$ cat src/hdl/dbq_defines.svh
// Offsets, field sizes, reset values and response codes of the block.
//
// How it works
// - Four doorbells, each own status and clear.
// - Doorbell status holds 16 bits; upper half reserved.
// - Status read-only, resets zero, reserved reads zero.
// - Doorbell clear bits drop matching status bits.
// - Receive queue status: bit k is queue k.
// - Receive queue clear bit k drops queue k.
`ifndef DBQ_DEFINES_SVH
`define DBQ_DEFINES_SVH

// Register byte offsets on the bus.
`define DBQ_OFF_DB_STATUS_BASE 8'h00
`define DBQ_OFF_DB_CLEAR_BASE 8'h10
`define DBQ_OFF_RX_STATUS 8'h20
`define DBQ_OFF_RX_CLEAR 8'h24
`define DBQ_OFF_MASK_BASE 8'h30
`define DBQ_WORD_BYTES 4

// Field sizes and counts.
`define DBQ_COND_BITS 16
`define DBQ_DOORBELLS 4
`define DBQ_GROUPS 5
`define DBQ_DATA_BITS 32
`define DBQ_LANE_BITS 8

// Reset values.
`define DBQ_STATUS_RESET 16'h0000
`define DBQ_MASK_RESET 16'h0000
`define DBQ_RDATA_RESET 32'h0000_0000

// Bus response codes.
`define DBQ_RESP_OKAY 2'h0
`define DBQ_RESP_SLVERR 2'h2

`endif

$ cat src/hdl/dbq_pkg.sv
// Types shared by the interrupt status block.
package dbq_pkg;

    // What a bus address selects.
    typedef enum logic [1:0] {
        DBQ_K_NONE = 2'b00,
        DBQ_K_STATUS = 2'b01,
        DBQ_K_CLEAR = 2'b10,
        DBQ_K_MASK = 2'b11
    } dbq_kind_t;

    // Decoded address: register kind and group (0-3 doorbell, 4 queue).
    typedef struct packed {
        dbq_kind_t kind;
        logic [2:0] grp;
    } dbq_dec_t;

endpackage : dbq_pkg

$ cat src/hdl/dbq_irq_status.sv
// Doorbell and receive queue interrupt status with AXI4-Lite registers.
//
// Chosen here: register access over AXI4-Lite and the register offsets.
`include "dbq_defines.svh"

module dbq_irq_status #(
    parameter int ADDR_W = 8,
    parameter int COND_W = `DBQ_COND_BITS
) (
    input wire logic mclk,
    input wire logic arst_n,
    input wire logic [ADDR_W-1:0] s_axi_awaddr,
    input wire logic [2:0] s_axi_awprot,
    input wire logic s_axi_awvalid,
    output logic s_axi_awready,
    input wire logic [31:0] s_axi_wdata,
    input wire logic [3:0] s_axi_wstrb,
    input wire logic s_axi_wvalid,
    output logic s_axi_wready,
    output logic [1:0] s_axi_bresp,
    output logic s_axi_bvalid,
    input wire logic s_axi_bready,
    input wire logic [ADDR_W-1:0] s_axi_araddr,
    input wire logic [2:0] s_axi_arprot,
    input wire logic s_axi_arvalid,
    output logic s_axi_arready,
    output logic [31:0] s_axi_rdata,
    output logic [1:0] s_axi_rresp,
    output logic s_axi_rvalid,
    input wire logic s_axi_rready,
    input wire logic [`DBQ_DOORBELLS*COND_W-1:0] doorbell_set,
    input wire logic [COND_W-1:0] rx_queue_set,
    output logic irq
);

    localparam int NGRP = `DBQ_GROUPS;
    localparam int NDB = `DBQ_DOORBELLS;
    localparam int DW = `DBQ_DATA_BITS;

    // Map a bus address to a register kind and group; used by both paths.
    function automatic dbq_pkg::dbq_dec_t dbq_decode(
        input logic [ADDR_W-1:0] addr
    );
        dbq_pkg::dbq_dec_t d;
        logic [ADDR_W-1:0] word;
        logic [ADDR_W-1:0] st;
        logic [ADDR_W-1:0] cl;
        logic [ADDR_W-1:0] mk;
        d.kind = dbq_pkg::DBQ_K_NONE;
        d.grp = 3'h0;
        word = {addr[ADDR_W-1:2], 2'b00};
        for (int g = 0; g < NGRP; g++) begin
            if (g < NDB) begin
                st = ADDR_W'(`DBQ_OFF_DB_STATUS_BASE
                     + `DBQ_WORD_BYTES * g);
                cl = ADDR_W'(`DBQ_OFF_DB_CLEAR_BASE
                     + `DBQ_WORD_BYTES * g);
            end else begin
                st = ADDR_W'(`DBQ_OFF_RX_STATUS);
                cl = ADDR_W'(`DBQ_OFF_RX_CLEAR);
            end
            mk = ADDR_W'(`DBQ_OFF_MASK_BASE + `DBQ_WORD_BYTES * g);
            if (word == st) begin
                d.kind = dbq_pkg::DBQ_K_STATUS;
                d.grp = 3'(g);
            end else if (word == cl) begin
                d.kind = dbq_pkg::DBQ_K_CLEAR;
                d.grp = 3'(g);
            end else if (word == mk) begin
                d.kind = dbq_pkg::DBQ_K_MASK;
                d.grp = 3'(g);
            end
        end
        return d;
    endfunction : dbq_decode

    logic [ADDR_W-1:0] aw_addr_reg;
    logic [ADDR_W-1:0] aw_addr_next;
    logic aw_full_reg;
    logic aw_full_next;
    logic [COND_W-1:0] w_data_reg;
    logic [COND_W-1:0] w_data_next;
    logic [3:0] w_strb_reg;
    logic [3:0] w_strb_next;
    logic w_full_reg;
    logic w_full_next;
    logic bvalid_reg;
    logic bvalid_next;
    logic [1:0] bresp_reg;
    logic [1:0] bresp_next;
    logic rvalid_reg;
    logic rvalid_next;
    logic [DW-1:0] rdata_reg;
    logic [DW-1:0] rdata_next;
    logic [1:0] rresp_reg;
    logic [1:0] rresp_next;
    logic [COND_W-1:0] mask_reg [NGRP];
    logic [COND_W-1:0] mask_next [NGRP];
    logic irq_reg;
    logic irq_next;

    logic [COND_W-1:0] status [NGRP];
    logic [COND_W-1:0] set_vec [NGRP];
    logic [COND_W-1:0] clear_vec [NGRP];
    logic [COND_W-1:0] lane_en;
    logic do_write;
    dbq_pkg::dbq_dec_t wr_dec;
    dbq_pkg::dbq_dec_t rd_dec;

    // One write and one read may be in flight; a held response stalls more.
    assign s_axi_awready = ~aw_full_reg & ~bvalid_reg;
    assign s_axi_wready = ~w_full_reg & ~bvalid_reg;
    assign s_axi_arready = ~rvalid_reg;
    assign s_axi_bvalid = bvalid_reg;
    assign s_axi_bresp = bresp_reg;
    assign s_axi_rvalid = rvalid_reg;
    assign s_axi_rdata = rdata_reg;
    assign s_axi_rresp = rresp_reg;
    assign irq = irq_reg;

    // Event inputs from the doorbell decoder and the queue completion logic.
    generate
        for (genvar g = 0; g < NGRP; g++) begin : g_bank
            if (g < NDB) begin : g_db
                assign set_vec[g] = doorbell_set[g*COND_W +: COND_W];
            end else begin : g_rx
                assign set_vec[g] = rx_queue_set;
            end
            dbq_sticky_bank #(
                .WIDTH(COND_W)
            ) u_bank (
                .mclk(mclk),
                .arst_n(arst_n),
                .set_in(set_vec[g]),
                .clear_in(clear_vec[g]),
                .status(status[g])
            );
        end
    endgenerate

    // Bus slave: address and data are caught in either order, the write
    // acts once both are held, and reads answer one cycle after they land.
    always_comb begin
        aw_addr_next = aw_addr_reg;
        aw_full_next = aw_full_reg;
        w_data_next = w_data_reg;
        w_strb_next = w_strb_reg;
        w_full_next = w_full_reg;
        bvalid_next = bvalid_reg;
        bresp_next = bresp_reg;
        rvalid_next = rvalid_reg;
        rdata_next = rdata_reg;
        rresp_next = rresp_reg;
        mask_next = mask_reg;
        irq_next = 1'b0;
        wr_dec = dbq_decode(aw_addr_reg);
        rd_dec = dbq_decode(s_axi_araddr);
        do_write = aw_full_reg & w_full_reg & ~bvalid_reg;
        for (int b = 0; b < COND_W; b++) begin
            lane_en[b] = w_strb_reg[b / `DBQ_LANE_BITS];
        end
        for (int g = 0; g < NGRP; g++) begin
            clear_vec[g] = '0;
            // Only ones in an enabled byte lane clear; zeros do nothing.
            if (do_write && wr_dec.kind == dbq_pkg::DBQ_K_CLEAR
                    && wr_dec.grp == 3'(g)) begin
                clear_vec[g] = w_data_reg & lane_en;
            end
            irq_next = irq_next | (|(status[g] & mask_reg[g]));
        end
        if (s_axi_awvalid && s_axi_awready) begin
            aw_addr_next = s_axi_awaddr;
            aw_full_next = 1'b1;
        end
        if (s_axi_wvalid && s_axi_wready) begin
            w_data_next = s_axi_wdata[COND_W-1:0];
            w_strb_next = s_axi_wstrb;
            w_full_next = 1'b1;
        end
        if (do_write) begin
            aw_full_next = 1'b0;
            w_full_next = 1'b0;
            bvalid_next = 1'b1;
            bresp_next = `DBQ_RESP_OKAY;
            if (wr_dec.kind == dbq_pkg::DBQ_K_NONE) begin
                bresp_next = `DBQ_RESP_SLVERR;
            end
            // Writes to status words are accepted and ignored.
            if (wr_dec.kind == dbq_pkg::DBQ_K_MASK) begin
                mask_next[wr_dec.grp] = (mask_reg[wr_dec.grp] & ~lane_en)
                                      | (w_data_reg & lane_en);
            end
        end
        if (bvalid_reg && s_axi_bready) begin
            bvalid_next = 1'b0;
        end
        if (rvalid_reg && s_axi_rready) begin
            rvalid_next = 1'b0;
        end
        if (s_axi_arvalid && s_axi_arready) begin
            rvalid_next = 1'b1;
            rresp_next = `DBQ_RESP_OKAY;
            rdata_next = '0;
            unique case (rd_dec.kind)
                dbq_pkg::DBQ_K_STATUS: begin
                    rdata_next = DW'(status[rd_dec.grp]);
                end
                dbq_pkg::DBQ_K_MASK: begin
                    rdata_next = DW'(mask_reg[rd_dec.grp]);
                end
                dbq_pkg::DBQ_K_CLEAR: begin
                    rdata_next = '0;
                end
                dbq_pkg::DBQ_K_NONE: begin
                    rresp_next = `DBQ_RESP_SLVERR;
                end
            endcase
        end
    end

    // Registers of the bus slave, the masks and the interrupt line.
    always_ff @(posedge mclk or negedge arst_n) begin
        if (!arst_n) begin
            aw_addr_reg <= '0;
            aw_full_reg <= 1'b0;
            w_data_reg <= '0;
            w_strb_reg <= 4'h0;
            w_full_reg <= 1'b0;
            bvalid_reg <= 1'b0;
            bresp_reg <= `DBQ_RESP_OKAY;
            rvalid_reg <= 1'b0;
            rdata_reg <= `DBQ_RDATA_RESET;
            rresp_reg <= `DBQ_RESP_OKAY;
            for (int g = 0; g < NGRP; g++) begin
                mask_reg[g] <= COND_W'(`DBQ_MASK_RESET);
            end
            irq_reg <= 1'b0;
        end else begin
            aw_addr_reg <= aw_addr_next;
            aw_full_reg <= aw_full_next;
            w_data_reg <= w_data_next;
            w_strb_reg <= w_strb_next;
            w_full_reg <= w_full_next;
            bvalid_reg <= bvalid_next;
            bresp_reg <= bresp_next;
            rvalid_reg <= rvalid_next;
            rdata_reg <= rdata_next;
            rresp_reg <= rresp_next;
            mask_reg <= mask_next;
            irq_reg <= irq_next;
        end
    end

endmodule : dbq_irq_status

$ cat src/hdl/dbq_sticky_bank.sv
// One bank of sticky condition bits with per-bit set and clear.
`include "dbq_defines.svh"

module dbq_sticky_bank #(
    parameter int WIDTH = `DBQ_COND_BITS
) (
    input wire logic mclk,
    input wire logic arst_n,
    input wire logic [WIDTH-1:0] set_in,
    input wire logic [WIDTH-1:0] clear_in,
    output logic [WIDTH-1:0] status
);

    logic [WIDTH-1:0] status_reg;
    logic [WIDTH-1:0] status_next;

    // A set in the same cycle as its clear wins, so no event is lost.
    always_comb begin
        status_next = (status_reg & ~clear_in) | set_in;
    end

    // Status bits start at zero after reset.
    always_ff @(posedge mclk or negedge arst_n) begin
        if (!arst_n) begin
            status_reg <= WIDTH'(`DBQ_STATUS_RESET);
        end else begin
            status_reg <= status_next;
        end
    end

    assign status = status_reg;

endmodule : dbq_sticky_bank

$ cat config.mk
export PLATFORM = sky130hd
export DESIGN_NAME = dbq_irq_status
export DESIGN_NICKNAME = d
export VERILOG_FILES = /design/src/hdl/dbq_pkg.sv /design/src/hdl/dbq_irq_status.sv /design/src/hdl/dbq_sticky_bank.sv
export VERILOG_INCLUDE_DIRS = /design/src /design/src/hdl
export SDC_FILE = /design/constraint.sdc
export NUM_CORES = 1
export LEC_CHECK = 0
export BUFFER_PORTS_ARGS = -buffer_cell sky130_fd_sc_hd__buf_2
export CAP_MARGIN = 20
export CELL_PAD_IN_SITES_DETAIL_PLACEMENT = 1
export CELL_PAD_IN_SITES_GLOBAL_PLACEMENT = 1
export CORE_MARGIN = 1
export CORE_UTILIZATION = 44
export DETAILED_ROUTE_END_ITERATION = 10
export PLACE_DENSITY = 0.87
export SETUP_SLACK_MARGIN = 0.15
export SLEW_MARGIN = 0
export SYNTH_ARGS = -nofsm -noshare
export SYNTH_HDL_FRONTEND = slang
export SYNTH_SLANG_ARGS = --single-unit
export TNS_END_PERCENT = 5
$ cat constraint.sdc
create_clock -name mclk -period 3.1 [get_ports mclk]
set_clock_uncertainty 0.05 [all_clocks]
set_input_delay 0.31 -clock mclk [delete_from_list [all_inputs] [get_ports mclk]]
set_output_delay 0.31 -clock mclk [all_outputs]
set_load 0.02 [all_outputs]
# Yosys cells after proc, flatten, opt, wreduce, memory -nomap -nowiden
# Cells that the tools add are included.
word_totals:
  wordCells: 183
  output_inout_bits: 42
  ff_bits: 227
classes:
  magnitude_cmp: 3
  bitwise_logic: 38
  n_reduce_logical: 27
  n_mux: 58
  n_eq_ne: 36
op_table:
  columns: ["op", "n"]
  rows:
  - ["AND 16 bit", 12]
  - ["2-to-1 mux 16 bit", 12]
  - ["2-to-1 mux 5 bit", 30]
  - ["binary-select mux 16 bit (select 3 bit)", 3]
  - ["NOT 16 bit", 6]
  - ["OR 16 bit", 6]
  - ["bitwise mux 80 bit", 1]
  - ["OR reduction 16 bit", 5]
  - ["== test 6 x 4 -> 1 bit (second input constant)", 12]
  - ["demux 16 bit (select 3 bit)", 1]
  - ["== test 6 x 3 -> 1 bit (second input constant)", 8]
  - ["case mux 16 bit (2 select lines)", 1]
  - ["== test 6 x 2 -> 1 bit (second input constant)", 4]
  - ["zero test 8 bit", 2]
  - ["== test 6 x 1 -> 1 bit (second input constant)", 2]
  - ["== test 6 x 5 -> 1 bit (second input constant)", 2]
  - ["logical AND 1 bit", 12]
  - ["greater-or-equal comparator 4 bit (second input constant)", 2]
  - ["2-to-1 mux 1 bit", 8]
  - ["NOT 3 -> 4 bit", 2]
  - ["nonzero test 2 bit", 4]
  - ["== test 2 bit (second input constant)", 3]
  - ["== test 3 x 2 -> 1 bit (second input constant)", 2]
  - ["AND 1 bit", 4]
  - ["other kinds (10)", 18]

# Logic depth before layout (Yosys ltp)
# Gate-level depths: netlist (run 1).
depth:
  depth_word: 23
  ltp_mapped: 9
  mapped_depth_nobuf: 5

# Cells and area by module
# From an unflattened synthesis (run 1), not the netlist that was laid out.
unflattened:
  hier_cells: 1153
  area_unflattened_um2: 11335.9
modules_own_cells:
  columns: ["module", "n_inst", "seq_area_each_um2", "cells_each", "area_per_inst_um2"]
  rows:
  - ["dbq_irq_status", 1, 3178.0, 913, 8433.1]
  - ["dbq_sticky_bank", 5, 400.4, 48, 580.6]

# Least setup slack after synthesis (run 1)
# OpenSTA, ideal clock, no wires.
synth_path:
  kind: "register -> register"
  startpoint: "register bvalid_reg (netlist: s_axi_bvalid)"
  endpoint: "register mask_reg[54] in the netlist's numbering"
  t_arrival_ns: 2.102
  required_time_ns: 2.922
  synth_period_minus_slack_ns: 2.279
  n_path_buf: 1
  setup_slack_ns: 0.821
  path_stages_with_launch: 6
  path_cell_list: "dfrtp_1 > nand3b_1 > or2_2 > nor4_4 > buf_6 > mux2_1"
synth_between:
  elab_chain_cells: 3
synth_lines:
  columns: ["item", "line_no", "text"]
  rows:
  - ["start, declared", "dbq_irq_status.sv:87", "logic bvalid_reg;"]
  - ["start signal, assigned", "dbq_irq_status.sv:244", "bvalid_reg <= bvalid_next;"]
  - ["NOT 1 bit", "dbq_irq_status.sv:158", "do_write = aw_full_reg & w_full_reg & ~bvalid_reg;"]
  - ["AND 1 bit", "dbq_irq_status.sv:158", null]
  - ["AND reduction 2 bit (no source line)", null, null]
  - ["end signal, assigned by index", "dbq_irq_status.sv:235", "mask_reg[g] <= COND_W'(`DBQ_MASK_RESET);"]
  - ["end signal, assigned", "dbq_irq_status.sv:249", "mask_reg <= mask_next;"]
  - ["end, declared", "dbq_irq_status.sv:97", "logic [COND_W-1:0] mask_reg [NGRP];"]
# No other way between the ends.
# A chain may end at the register's enable or synchronous reset.

# Worst setup path after layout (run 1)
layout_path:
  startpoint: "register aw_addr_reg[6]"
  endpoint: "register mask_reg[60] in the netlist's numbering"
layout_between:
  elab_chain_cells: 22
layout_lines:
  columns: ["item", "line_no", "text"]
  rows:
  - ["start, declared", "dbq_irq_status.sv:77", "logic [ADDR_W-1:0] aw_addr_reg;"]
  - ["start signal, assigned", "dbq_irq_status.sv:239", "aw_addr_reg <= aw_addr_next;"]
  - ["== test 6 x 3 -> 1 bit", "dbq_irq_status.sv:66", "end else if (word == cl) begin"]
  - ["2-to-1 mux 5 bit", "dbq_irq_status.sv:66", null]
  - ["2-to-1 mux 5 bit", "dbq_irq_status.sv:63", "if (word == st) begin"]
  - ["2-to-1 mux 5 bit", "dbq_irq_status.sv:69", "end else if (word == mk) begin"]
  - ["2-to-1 mux 5 bit", "dbq_irq_status.sv:66", null]
  - ["2-to-1 mux 5 bit", "dbq_irq_status.sv:63", null]
  - ["2-to-1 mux 5 bit", "dbq_irq_status.sv:69", null]
  - ["2-to-1 mux 5 bit", "dbq_irq_status.sv:66", null]
  - ["[5 not listed]", null, null]
  - ["2-to-1 mux 5 bit", "dbq_irq_status.sv:66", null]
  - ["2-to-1 mux 5 bit (*)", "dbq_irq_status.sv:63", null]
  - ["NOT 3 -> 4 bit", "dbq_irq_status.sv:190", "mask_next[wr_dec.grp] = (mask_reg[wr_dec.grp] & ~lane_en)"]
  - ["binary-select mux 16 bit (select 3 bit)", "dbq_irq_status.sv:190", null]
  - ["2-to-1 mux 16 bit (not written as such) (2 in a row)", "dbq_irq_status.sv:190", null]
  - ["AND 16 bit", "dbq_irq_status.sv:190", null]
  - ["OR 16 bit", "dbq_irq_status.sv:191", "| (w_data_reg & lane_en);"]
  - ["bitwise mux 80 bit", "dbq_irq_status.sv:190", null]
# Mark *: on every way between the ends. The rest lies on a longest branch, timed or not. The select of a mux whose other input is x is not followed.

==> results by stage, run 1 <==
Outcome:
- The flow ran to the end, and the final reports show no timing, DRC or antenna violations.

Critical path:
- The flop-to-flop setup slack is 0.34 ns.
- For the worst setup path, the data arrival time is 3.13 ns.
- The beginning of the worst register-to-register path is aw_addr_reg[6].
- On the worst path, the slowest cell contributes a delay of 0.68 ns.
- The worst register-to-register path has a depth of 5.
- The critical path goes through or2_1 > a2111oi_0 > a2111oi_0 > nor3_1 > mux2_1.
- The reg-to-reg endpoint is mask_reg[60].
- In this run the worst setup path begins at aw_addr_reg[6].
- The most frequent cell on the critical path is sky130_fd_sc_hd__a2111oi_0.
- The startpoint class of the critical path is a flop.
- The required time at the endpoint of the critical path is 3.47 ns.
- The path type of the worst setup path is reg -> reg.
- Among cell families on the critical path, the largest total delay comes from simple AND/OR/NAND/NOR gates.
- The slowest stage of the critical path is the sky130_fd_sc_hd__dfrtp_1 cell.
- The element type at the critical path end is a flop.
- The critical path crosses 5 cells after its start point.
- In this run the worst path has a maximum fanout of 16.
- The sum of buffers and inverters on the critical path is 0.
- In this run the worst setup path terminates at mask_reg[60].

Clock network:
- The post-CTS setup repair buffer count is 0.
- TritonCTS built the clock tree.
- The root cell of the clock tree is sky130_fd_sc_hd__clkbuf_16.
- The depth of the CTS H-tree is 1.
- The number of clock buffers inserted by TritonCTS is 24.
- The number of hold buffers added after CTS was 86.
- Clock-pin slew was measured on the worst setup and hold paths at 0.06 ns.
- The clock net in this run drives a total of 207 sinks.
- The clock latency of the later-clocked register in the worst-skew pair is 0.55 ns.
- In this run the deepest clock path goes through 3 buffers.
- The count of instances resized after the clock tree is built is 0.

Timing:
- The number of max-slew violations in the final report is 0.
- Setup repair after global routing left no endpoint under its margin.
- The slew at the pin closest to its max-slew limit is 0.836 ns.
- In the finished design, the share of the clock period the worst path needs comes to 0.891.
- The final critical path time including I/O delays and setup is 2.76 ns.
- The relative max-transition margin is 0.442.
- The hold violation total from the final report is 0.
- The setup slack of the critical path after layout is 0.338 ns.
- The sum of negative setup slack is 0 ns.
- The setup violation total in the final timing report is 0.
- For this run, the top clock speed supported by timing is 362 MHz.

Floorplanning:
- The I/O pin count is 187.
- The die covers 0.0257 mm^2.
- The horizontal die dimension is 160 um.
- The die is 160 um tall.
- The floorplan has 57 rows.
- The core region area is 0.0245 mm^2.
- The starting density of the core is 0.451.

Logic synthesis:
- The total number of yosys warnings is 0.
- The complex-gate fraction of the synthesized area is 0.211.
- The gate count of the mapped netlist is 1054.
- The proportion of synthesized flip-flops having asynchronous set or reset is 1.00.
- The largest area contributor in the synthesized netlist is sky130_fd_sc_hd__dfrtp_1.
- The average instance area after synthesis is 10.5 um^2.
- The multiplexer share of the synthesized area is 0.129.
- The netlist uses 66 different library cells.
- The count of state elements after synthesis is 207.
- Of the total synthesized cell area, the portion taken by AND, OR, NAND and NOR gates is 0.143.
- The arithmetic-cell share of the synthesized area counting full adders, half adders and majority gates is 0.
- Of the synthesized area, sequential elements account for 0.469.
- By area the synthesized netlist is led by sky130_fd_sc_hd__dfrtp_1 47%, sky130_fd_sc_hd__mux2_2 9.5%, sky130_fd_sc_hd__a21oi_1 3.2%, sky130_fd_sc_hd__nor2_1 2.7%, sky130_fd_sc_hd__nand2b_1 2.2%.
- The dominant combinational cell family by area after synthesis is compound AO/OA/AOI/OAI gates.
- In this run the cell area of the synthesized design comes to 0.0110 mm^2.
- Of the post-synthesis cell area, the dominant cell type holds 0.469.
- The area share of xor/xnor cells in the synthesized design is 0.
- The dominant synthesized flop cell is sky130_fd_sc_hd__dfrtp_1.
- The count of flip-flops with a built-in enable after synthesis is 0.

Global routing:
- The first global-routing pass estimated 69.2 mm of wire.
- The initial antenna violation count is 0.
- The via count of the first global-routing pass was 11200.
- The global routing usage summed across all routing layers is 0.357.
- The largest net degree at the start of global routing is 73.
- After global routing the overflow that remains totals 0.

Placed design:
- Routability-driven placement finished with a final weighted congestion of 1.00.
- OpenSTA, run right after detailed placement, puts the worst setup slack at 0.378 ns.
- The final HPWL from detailed placement is 31.5 mm.
- The count of input and output buffers is 140.
- The post-placement cell count is 1484.

Final layout:
- The library cell used most frequently in the layout, excluding fill and tap cells, is sky130_fd_sc_hd__dfrtp_1.
- The layout overhead on the synthesized area is 23.6%.
- In the layout the commonest cells are 207 x sky130_fd_sc_hd__dfrtp_1, 139 x sky130_fd_sc_hd__buf_2, 93 x sky130_fd_sc_hd__mux2_2, 86 x sky130_fd_sc_hd__dlygate4sd3_1, 80 x sky130_fd_sc_hd__nor2_1.
- In the final design database the tool counted 1417 nets.
- The non-filler instance count after layout is 1609.
- The fraction of layout instances using a drive strength above 1 is 0.252.

Drt:
- In this run, the number of DRC markers left after iteration 0 of detailed routing was 1377.
- The number of vias after detailed routing is 10700.
- The routed wirelength normalized by instance count is 28.5 um.
- The final antenna-violating net count is 0.
- The count of unresolved DRC violations after routing is 0.
- The first-pass iteration count of the detailed router is 6.
- The post-detailed-routing wire length is 45.9 mm.
- Dividing the detail-routed via count by the number of cells gives 6.64.

Power and ir drop:
- The analysis attributes to cell leakage a power of 0.00563 uW.
- Power spread over the standard cell area amounts to 755 mW/mm^2.
- Across the VDD grid, the largest voltage drop is 0.608 mV.

Run:
- The number of max-cap violations is 0.

Min path:
- The classification of the worst-slack hold path is in -> reg.
- The source of the worst hold timing path is doorbell_set[12].
## worst min-delay path by stage
stage               depth (start not counted)                           to  slack (ns)
floorplan                                   0               aw_addr_reg[2]       -0.04
global placement                            1                w_data_reg[2]        0.33
detailed placement                          1                w_data_reg[2]        0.34
CTS                                         3  g_bank[0].u_bank.status[12]       0.003
global route                                3   g_bank[0].u_bank.status[7]        0.02
finish                                      3  g_bank[0].u_bank.status[12]       0.003
## through the flow
stage | hold WS (ns) | util | cell area [um^2] | power [uW]
after CTS | 0.00256 | 0.558 | 13600 | 10200
after detailed placement | 0.338 | 0.493 | 12000 | 7330
after floorplan | -0.0356 | - | 11100 | 6060
final | 0.00344 | 0.558 | 13600 | 10300
after global routing | 0.0174 | 0.558 | 13600 | 10700
after global placement | 0.334 | 0.493 | 12000 | 7160
## final cells by class
class	instances	area, um^2
tap	324	405
multi-input combinational	766	5410
inverter	10	37.5
timing repair buffer	263	1870
antenna	1	2.50
fill	2667	10800
sequential	207	5180
clock inverter	4	56.3
clock buffer	34	678
## report_power, final
group          switching [uW]  internal, uW  leakage [uW]
registers                 948          3140       0.00239
clock network            1150          1590      0.000360
logic                    2060          1420       0.00288
total                    4160          6150       0.00563
## logic make-up after synthesis
kind of cell           count (synthesis)
buffers and inverters                 98
muxes                                129
DFF                                  207
AOI/OAI and AO/OA                    322
and+or+nand+nor                      297
other                                  1
## cells in the mapped netlist (17+ instances only)
master / instances
sky130_fd_sc_hd__dfrtp_1: 207
sky130_fd_sc_hd__mux2_2: 93
sky130_fd_sc_hd__nor2_1: 80
sky130_fd_sc_hd__a21oi_1: 70
sky130_fd_sc_hd__o21ai_0: 47
sky130_fd_sc_hd__nand2_1: 41
sky130_fd_sc_hd__clkbuf_1: 40
sky130_fd_sc_hd__nand2b_1: 39
sky130_fd_sc_hd__nor3_1: 32
sky130_fd_sc_hd__nor2b_1: 26
sky130_fd_sc_hd__a2111oi_0: 25
sky130_fd_sc_hd__buf_4: 24
sky130_fd_sc_hd__a22oi_1: 22
sky130_fd_sc_hd__nand3_1: 22
sky130_fd_sc_hd__mux2i_1: 20
sky130_fd_sc_hd__a21o_1: 19
sky130_fd_sc_hd__a221oi_1: 18
sky130_fd_sc_hd__o221ai_1: 18
sky130_fd_sc_hd__o22ai_1: 17
sky130_fd_sc_hd__o31a_1: 17
## tightest hold or removal path, cell delays in order
cell and delay, ns:
sky130_fd_sc_hd__buf_2 0.11, sky130_fd_sc_hd__nor2_1 0.08, sky130_fd_sc_hd__a21oi_1 0.05
## routing by layer
metal / part of all wire / GRT usage / wire, um / up-vias
met4: 0.059 / 0.177 / 2690 / 0
li1: - / - / - / 4384
met1: 0.37 / 0.436 / 16800 / 5348
met5: 0 / 0 / 0 / -
met3: 0.10 / 0.0932 / 4710 / 230
met2: 0.47 / 0.586 / 21700 / 722
(Power assumes the default switching activity.)
==> inputs of run 2 (changes only) <==
--- a/config.mk
+++ b/config.mk
@@ -13,10 +13,11 @@
 export CORE_MARGIN = 1
 export CORE_UTILIZATION = 44
 export DETAILED_ROUTE_END_ITERATION = 10
-export PLACE_DENSITY = 0.87
+export PLACE_DENSITY = 0.88
 export SETUP_SLACK_MARGIN = 0.15
 export SLEW_MARGIN = 0
 export SYNTH_ARGS = -nofsm -noshare
 export SYNTH_HDL_FRONTEND = slang
+export SYNTH_HIERARCHICAL = 1
 export SYNTH_SLANG_ARGS = --single-unit
 export TNS_END_PERCENT = 5
==> run 2 against run 1 <==
Effect of this change: wire length increased by 9.8%; via count is 7.4% higher; clock power grew 6%; critical path type unchanged; largest cell class unchanged; largest power group unchanged; highest routed layer is now met5.
==> results by stage, run 2 <==
Timing:
- The maximum clock frequency is 337 MHz (-7.0%).
- The slew at the pin closest to its max-slew limit is 1.03 ns (+0.196 ns).
- The setup slack of the critical path after layout is 0.130 ns (-0.207 ns).
- The final critical-path share of the clock period came to 0.958 (+0.0669).
- The relative max-transition margin is 0.312 (-0.130).
- The hold violation total from the final report was 0 (unchanged).
- The final critical path time including I/O delays and setup was 2.97 ns (+0.207 ns).
- The setup violation total in the final timing report is 0 (unchanged).
- Setup repair after global routing could not meet its margin everywhere.
- The number of max-slew violations in the final report was 0 (unchanged).
- The sum of negative setup slack is 0 ns (unchanged).

Final layout:
- The most frequent standard cell in the layout excluding fill and tap cells is sky130_fd_sc_hd__dfrtp_1.
- The fraction of layout instances using a drive strength above 1 is 0.200 (-0.0520).
- Compared with the post-synthesis result, the final layout area differs by 25.9%.
- Leaving out fill and tap cells, the most frequent cells in the layout are 207 x sky130_fd_sc_hd__dfrtp_1, 139 x sky130_fd_sc_hd__buf_2, 107 x sky130_fd_sc_hd__dlygate4sd3_1, 97 x sky130_fd_sc_hd__a21o_1, 93 x sky130_fd_sc_hd__nand2_1.
- The multi-input gate area in the final layout is 0.00544 mm^2 (+0.51%).
- The sequential standard cell area is 0.00518 mm^2 (unchanged).
- The number of filler instances in the final layout is 2806 (+5.2%).
- The post-layout net count came to 1536 (+8.4%).

Logic synthesis:
- In the synthesized netlist the dominant register cell turns out to be sky130_fd_sc_hd__dfrtp_1.
- The count of cell types in the netlist is 64 (-3.0%).
- The count of flip-flops with a built-in enable after synthesis is 0 (unchanged).
- The total number of yosys warnings is 6 (+6).
- The average instance area after synthesis is 9.83 um^2 (-6.2%).
- The proportion of synthesized flip-flops having asynchronous set or reset is 1.00 (unchanged).
- Counting instances in the post-synthesis netlist gives the leading cell types as 207 x sky130_fd_sc_hd__dfrtp_1, 97 x sky130_fd_sc_hd__a21o_1, 94 x sky130_fd_sc_hd__nand2_1.
- The gate count of the mapped netlist came to 1153 (+9.4%).
- The largest area contributor in the synthesized netlist is sky130_fd_sc_hd__dfrtp_1.
- The share of synthesized area occupied by flip-flops and latches came to 0.457 (-0.0121).
- The count of state elements after synthesis was 207 (unchanged).
- After synthesis, the cell types taking the most area are sky130_fd_sc_hd__dfrtp_1 46%, sky130_fd_sc_hd__a21o_1 6.4%, sky130_fd_sc_hd__o31ai_1 4.9%, sky130_fd_sc_hd__mux2i_1 4.2%, sky130_fd_sc_hd__mux2_2 4.1%.
- The most frequent cell after synthesis is sky130_fd_sc_hd__dfrtp_1.
- The synthesized area is 0.0113 mm^2 (+2.7%).
- The share of the synthesized area in the top cell type is 0.457 (-0.0121).

Floorplanning:
- The core region area is 0.0253 mm^2 (+3.2%).
- The horizontal die dimension is 163 um (+1.3%).
- The placement row count is 58 (+1.8%).
- The starting density of the core is 0.449 (-0.00256).
- The I/O pin count is 187 (unchanged).
- The die outline area is 0.0264 mm^2 (+2.6%).
- The height of the die is 163 um (+1.3%).

Critical path:
- The worst setup path is launched from a flop.
- The worst path arrival time is 3.34 ns (+0.21 ns).
- The flop-to-flop setup slack came to 0.13 ns (-0.21 ns).
- The critical-path cell with the highest stage delay is sky130_fd_sc_hd__or2_0.
- The beginning of the worst register-to-register path is aw_addr_reg[6].
- The largest fanout of any net on the critical path is 9 (-7).
- The element type at the critical path end is a flop.
- The family of cells with the greatest summed delay on the critical path is simple AND/OR/NAND/NOR gates.
- The worst-case reg-to-reg path depth came to 9 (+4).
- The worst setup path is of the reg -> reg kind.
- In this run the critical register-to-register path is captured at g_bank[3].u_bank/status[12].
- The sum of buffers and inverters on the critical path was 3 (+3).
- The critical path goes through or2_0 > o32ai_4 > buf_12 > nor4b_4 > nand2_2 > buf_4 > nor2_1 > inv_1 > a21o_1.
- The required time at the endpoint of the critical path is 3.47 ns (about the same).
- The largest stage delay on the critical path is 0.57 ns (-0.11 ns).

Global routing:
- The global routing met3 resource utilization was 0.106 (+0.0124).
- The via count of the first global-routing pass is 12200 (+9.1%).
- The largest net degree at the start of global routing is 88 (+21%).
- met2 is the most crowded layer.
- The global routing met2 resource utilization is 0.611 (+0.0255).
- The global routing usage summed across all routing layers is 0.385 (+0.0274).
- The wire length of the first global-routing pass is 75.5 mm (+9.2%).
- The fraction of met1 tracks used by global routing was 0.464 (+0.0279).
- The leftover overflow at the end of global routing is 0 (unchanged).
- The initial antenna violation count is 1 (+1).

Placed design:
- The final HPWL from detailed placement is 30.9 mm (-1.8%).
- The count of input and output buffers was 140 (unchanged).
- The worst slack at placement is 0.261 ns (-0.117 ns).
- The weighted congestion at the end of routability-driven global placement came to 0.982 (-2.2%).

Power and ir drop:
- The power density over cell area was 695 mW/mm^2 (-8.0%).
- The static leakage power is 0.00605 uW (+7.5%).
- The peak ir drop on the vdd network is 0.390 mV (-36%).
- The total power after layout is 9910 uW (-3.8%).

Drt:
- The number of vias after detailed routing was 11500 (+7.4%).
- The mean number of vias per cell is 6.60 (-0.66%).
- The post-detailed-routing wire length is 50.4 mm (+9.8%).
- The first-pass iteration count of the detailed router is 7 (+1).
- The final antenna-violating net count was 0 (unchanged).
- The count of unresolved DRC violations after routing was 0 (unchanged).
- The routed wirelength normalized by instance count was 29.0 um (+1.6%).
- The violation count after the first detailed-route iteration is 1429 (+3.8%).

Run:
- The number of max-cap violations is 0 (unchanged).

Min path:
- The end point of the worst hold path is s_axi_rresp[1].
- The hold-critical path depth came to 3 (unchanged).
- The worst hold path begins at s_axi_araddr[7].
- The path class of the tightest hold or removal check is in -> reg.

Outcome:
- The flow ran to the end, and the final reports show no timing, DRC or antenna violations.

Clock network:
- The clock-pin slew on the worst setup and hold paths was 0.06 ns (about the same).
- The maximum count of clock buffers along a single path is 3 (unchanged).
- The number of clock buffers inserted by TritonCTS is 24 (unchanged).
- Clock tree synthesis selected as its root buffer the cell sky130_fd_sc_hd__clkbuf_16.
- TritonCTS built the clock tree.
- The clock sink total came to 207 (unchanged).
- The clock latency of the later-clocked register in the worst-skew pair is 0.54 ns (about the same).
- The depth of the CTS H-tree is 1 (unchanged).
==> run 2: cell types whose count changed after synthesis, moves of 27 or more <==
cell                       previous run  this run
sky130_fd_sc_hd__nand2_1             41        94
sky130_fd_sc_hd__mux2i_1             20        48
sky130_fd_sc_hd__o31ai_1              2        74
sky130_fd_sc_hd__nor3_1              32         5
sky130_fd_sc_hd__nand2b_1            39         5
sky130_fd_sc_hd__mux2_2              93        41
sky130_fd_sc_hd__a21o_1              19        97
sky130_fd_sc_hd__a21oi_1             70         6
sky130_fd_sc_hd__inv_1                9        85
==> run 2: what timing repair did <==
item,4_1_cts,5_1_grt
hold buffers,107,0
pin swaps,0,1
gates resized for setup,1,1
endpoints found under the setup margin,1,22
setup buffers,0,1
hold endpoints to repair,190,0
==> run 2: kinds of logic after synthesis <==
logic type / after synthesis / synth area share
AND/OR/NAND/NOR: 269 / 0.112
flip-flops: 207 / 0.457
buffers and inverters: 176 / 0.0708
multiplexers: 93 / 0.0871
AO/OA/AOI/OAI: 407 / 0.273
other: 1 / 0.000331
==> run 2: layer usage <==
metal	vias to the layer above	routed length [um]
met5	-	13
met4	2	3570
met3	276	5950
met2	907	22900
met1	5640	18000
li1	4646	-
==> run 2: worst min-delay path: cells and delay by family <==
kind,cells,cell delay [ns]
buffers and inverters,1,0.14
AND/OR/NAND/NOR,1,0.12
AO/OA/AOI/OAI,1,0.08
==> run 2: stage by stage <==
stage                util  hold slack [ns]  area, um^2  std cells
floorplan               -          -0.0356       11400       1170
global placement    0.490            0.369       12400       1587
detailed placement  0.490            0.372       12400       1587
CTS                 0.564           0.0774       14200       1737
global route        0.565            0.142       14300       1738
finish              0.565            0.111       14300       1739
==> run 2: cell type report <==
| type | count | area share |
|---|---|---|
| well taps | 330 | 0.0289 |
| flip-flops and latches | 207 | 0.363 |
| inverters | 85 | 0.0224 |
| diodes | 1 | 0.000175 |
| repair buffers | 286 | 0.149 |
| clock buffers | 34 | 0.0504 |
| clock inverters | 9 | 0.00509 |
| multi-input cells | 787 | 0.381 |
==> run 2: how the worst max path moves through the flow <==
stage	from	endpoint	slack [ns]	cells after the start
after global placement	aw_addr_reg[2]	g_bank[3].u_bank/status[12]	0.41	8
after global routing	aw_addr_reg[2]	mask_reg[39]	0.08	7
after CTS	aw_addr_reg[2]	g_bank[3].u_bank/status[12]	0.26	8
after floorplan	aw_addr_reg[4]	g_bank[0].u_bank/status[1]	0.61	9
after detailed placement	aw_addr_reg[2]	g_bank[3].u_bank/status[5]	0.26	8
final	aw_addr_reg[6]	g_bank[3].u_bank/status[12]	0.13	9
==> run 2: power breakdown <==
| part | internal [uW] | switching [uW] |
|---|---|---|
| Combinational | 1200 | 2140 |
| Sequential | 3030 | 620 |
| Clock | 1690 | 1220 |
==> inputs of run 3 (changes only) <==
--- a/config.mk
+++ b/config.mk
@@ -6,13 +6,13 @@
 export SDC_FILE = /design/constraint.sdc
 export NUM_CORES = 1
 export LEC_CHECK = 0
-export BUFFER_PORTS_ARGS = -buffer_cell sky130_fd_sc_hd__buf_2
 export CAP_MARGIN = 20
 export CELL_PAD_IN_SITES_DETAIL_PLACEMENT = 1
 export CELL_PAD_IN_SITES_GLOBAL_PLACEMENT = 1
-export CORE_MARGIN = 1
-export CORE_UTILIZATION = 44
+export CORE_MARGIN = 3
+export CORE_UTILIZATION = 50
 export DETAILED_ROUTE_END_ITERATION = 10
+export DONT_BUFFER_PORTS = 1
 export PLACE_DENSITY = 0.88
 export SETUP_SLACK_MARGIN = 0.15
 export SLEW_MARGIN = 0
==> run 3 against run 2 <==
Effect of this change: the run now ends with hold timing left; sequential cell count unchanged; setup slack improved by 0.14 ns; worst hold slack got worse by 0.70 ns; wire length decreased by 4.0%; non-clock buffer count shrank 146; sequential share of layout area is 2.6 points higher; combinational power shrank 9.9%; critical path depth down 1; core utilization grew 4.0 points; global-route usage increased by 0.39 points; via count decreased by 4.0%; clock power down 7%; largest cell class unchanged; largest power group unchanged.
==> results by stage, run 3 (synthesis gave the netlist of run 2 again) <==
Outcome:
- The run finished, with violations left.
- The checks that failed: hold timing.

Final layout:
- The layout overhead on the synthesized area is 17.6%.
- The final design instance area without fill came to 0.0133 mm^2 (-6.6%).
- Leaving out fill and tap cells, the most frequent cell in the layout is sky130_fd_sc_hd__dfrtp_1.
- The antenna diode instance count is 0 (-1).
- The post-layout net count came to 1389 (-9.6%).
- In the layout the commonest cells are 207 x sky130_fd_sc_hd__dfrtp_1, 107 x sky130_fd_sc_hd__dlygate4sd3_1, 97 x sky130_fd_sc_hd__a21o_1, 94 x sky130_fd_sc_hd__nand2_1, 91 x sky130_fd_sc_hd__nor2_1.
- The fraction of layout instances using a drive strength above 1 came to 0.102 (-0.0979).
- The number of filler instances in the final layout came to 2351 (-16%).

Placed design:
- The count of input and output buffers is 0 (-100%).
- The weighted congestion at the end of routability-driven global placement is 1.00 (+2.2%).
- The final HPWL from detailed placement is 29.7 mm (-4.0%).
- The cell area after placement is 0.0115 mm^2 (-6.7%).

Power and ir drop:
- The peak ir drop on the vdd network was 0.574 mV (+47%).
- The power dissipated by switching net loads is 3810 uW (-4.5%).
- The sequential cell fraction of total power is 0.390 (+0.022).
- The power density over cell area is 706 mW/mm^2 (+1.6%).
- The switching power as a share of total power is 0.404 (+0.00256).
- The clock share of power was 0.289 (-0.005).
- The relative contribution of combinational cells to total power is 0.321 (-0.017).
- The cell internal power dissipation is 5600 uW (-5.5%).
- The static leakage power came to 0.00538 uW (-11%).

Timing:
- The number of max-slew violations in the final report came to 0 (unchanged).
- Setup repair after global routing could not meet its margin everywhere.
- The sum of negative setup slack is 0 ns (unchanged).
- The slew at the pin closest to its max-slew limit came to 0.951 ns (-0.0812 ns).
- The minimum hold slack is -0.588 ns (-0.699 ns).
- The final critical-path share of the clock period is 0.912 (-0.0459).
- The relative max-transition margin is 0.366 (+0.0541).
- The hold violation total from the final report is 207 (+207).
- The maximum clock frequency came to 354 MHz (+5.0%).
- The final critical path time including I/O delays and setup is 2.83 ns (-0.142 ns).
- The setup violation total in the final timing report is 0 (unchanged).

Critical path:
- The worst path arrival time was 3.20 ns (-0.14 ns).
- The startpoint class of the critical path is a flop.
- The path type of the worst setup path is reg -> reg.
- The element type at the critical path end is a flop.
- The worst register-to-register path begins at aw_addr_reg[2].
- The required time at the endpoint of the critical path was 3.48 ns (about the same).
- The largest fanout of any net on the critical path was 16 (+7).
- The most critical setup path has its startpoint at aw_addr_reg[2].

Clock network:
- The depth of the CTS H-tree is 1 (unchanged).
- The root cell of the clock tree is sky130_fd_sc_hd__clkbuf_16.
- The hold buffer count at cts is 107 (unchanged).
- The number of clock buffers inserted by TritonCTS is 23 (-4.2%).
- TritonCTS built the clock tree.
- The clock-pin slew on the worst setup and hold paths is 0.07 ns (about the same).
- The clock latency of the later-clocked register in the worst-skew pair is 0.55 ns (about the same).
- The maximum count of clock buffers along a single path is 3 (unchanged).
- The clock sink total is 207 (unchanged).
- The post-CTS setup repair buffer count was 0 (unchanged).

Global routing:
- The initial antenna violation count is 0 (-1).
- The via count of the first global-routing pass came to 11600 (-4.5%).
- The wire length of the first global-routing pass is 72.2 mm (-4.4%).
- The largest net degree at the start of global routing is 208 (+140%).
- The global routing usage summed across all routing layers is 0.388 (+0.00385).
- The leftover overflow at the end of global routing is 0 (unchanged).

Floorplanning:
- The placement row count was 54 (-6.9%).
- The height of the die is 157 um (-3.7%).
- The core region area is 0.0220 mm^2 (-13%).
- The die outline area was 0.0245 mm^2 (-7.2%).
- The starting density of the core is 0.515 (+0.0658).
- The horizontal die dimension is 157 um (-3.7%).
- The I/O pin count came to 187 (unchanged).

Drt:
- The mean number of vias per cell is 7.15 (+8.4%).
- The number of vias after detailed routing is 11000 (-4.0%).
- The count of unresolved DRC violations after routing was 0 (unchanged).
- The violation count after the first detailed-route iteration is 1462 (+2.3%).
- The first-pass iteration count of the detailed router is 7 (unchanged).
- The post-detailed-routing wire length came to 48.4 mm (-4.0%).
- The final antenna-violating net count is 0 (unchanged).
- The routed wirelength normalized by instance count is 31.4 um (+8.4%).

Min path:
- The worst hold path belongs to the class in -> async.

Run:
- The number of max-cap violations is 0 (unchanged).
run 3: changes by cell type in the layout (fill, tap and decap cells not counted), moves of 2 or more:
cell                        before  now
sky130_fd_sc_hd__buf_12          4    1
sky130_fd_sc_hd__buf_2         139    0
sky130_fd_sc_hd__buf_4          35   32
sky130_fd_sc_hd__clkbuf_1        3    6
sky130_fd_sc_hd__clkbuf_16      25   23
sky130_fd_sc_hd__clkbuf_8        7    5
sky130_fd_sc_hd__clkinv_2        7    4
run 3: per-layer routing:
metal  track usage  vias to the layer above  wire length (um)
met5             0                        -                 0
met4         0.227                        0              3620
met3         0.114                      286              5830
met2         0.611                      921             21500
met1         0.477                     5456             17400
li1              -                     4345                 -
run 3: path summary, 6_finish.rpt:
check | depth (start not counted) | end | slack, ns
min | 0 | g_bank[1].u_bank/status[7] | -0.59
min in group mclk | 4 | s_axi_rresp[1] | 0.10
max | 8 | g_bank[0].u_bank/status[14] | 0.27
max in group asynchronous | 0 | g_bank[4].u_bank/status[0] | 3.02
min reg2reg | 1 | w_data_reg[15] | 0.46
max reg2reg | 8 | g_bank[0].u_bank/status[14] | 0.27
run 3: area by class of cell:
| cell class | count | area (um^2) | area share |
|---|---|---|---|
| multi-input cells | 787 | 5440 | 0.408 |
| flip-flops and latches | 207 | 5180 | 0.389 |
| repair buffers | 140 | 1330 | 0.0999 |
| clock buffers | 34 | 667 | 0.0500 |
| well taps | 280 | 350 | 0.0263 |
| inverters | 85 | 319 | 0.0239 |
| clock inverters | 6 | 36.3 | 0.00272 |
run 3: power groups by stage:
stage | logic, uW | clock network (uW) | registers [uW]
final | 3020 | 2720 | 3670
after global routing | 3190 | 2830 | 3680
after CTS | 2860 | 2650 | 3610
after detailed placement | 2710 | 0 | 3660
after global placement | 2600 | 0 | 3640
after floorplan | 2080 | 0 | 3330
run 3: critical path: stages, from the launching register on:
cell and delay (ns):
sky130_fd_sc_hd__dfrtp_1 0.51, sky130_fd_sc_hd__or4_4 0.61, sky130_fd_sc_hd__o211ai_4 0.27, sky130_fd_sc_hd__nor4b_4 0.35, sky130_fd_sc_hd__nand3_1 0.15, sky130_fd_sc_hd__buf_4 0.26
sky130_fd_sc_hd__nor2_1 0.22, sky130_fd_sc_hd__inv_1 0.10, sky130_fd_sc_hd__a21o_1 0.18
run 3: stage by stage:
stage	setup slack [ns]	instances	hold WS [ns]	power, uW	util
after CTS	0.224	1539	-0.585	9120	0.605
after floorplan	0.607	1170	-0.0356	5400	-
final	0.273	1539	-0.588	9410	0.605
after global placement	0.426	1392	-0.0282	6240	0.524
after detailed placement	0.303	1392	-0.0298	6370	0.524
after global routing	0.142	1539	-0.593	9700	0.605
run 3: what timing repair did:
action,in CTS,in global routing
gates resized for setup,0,2
setup endpoints to repair,0,25
hold endpoints to repair,314,207
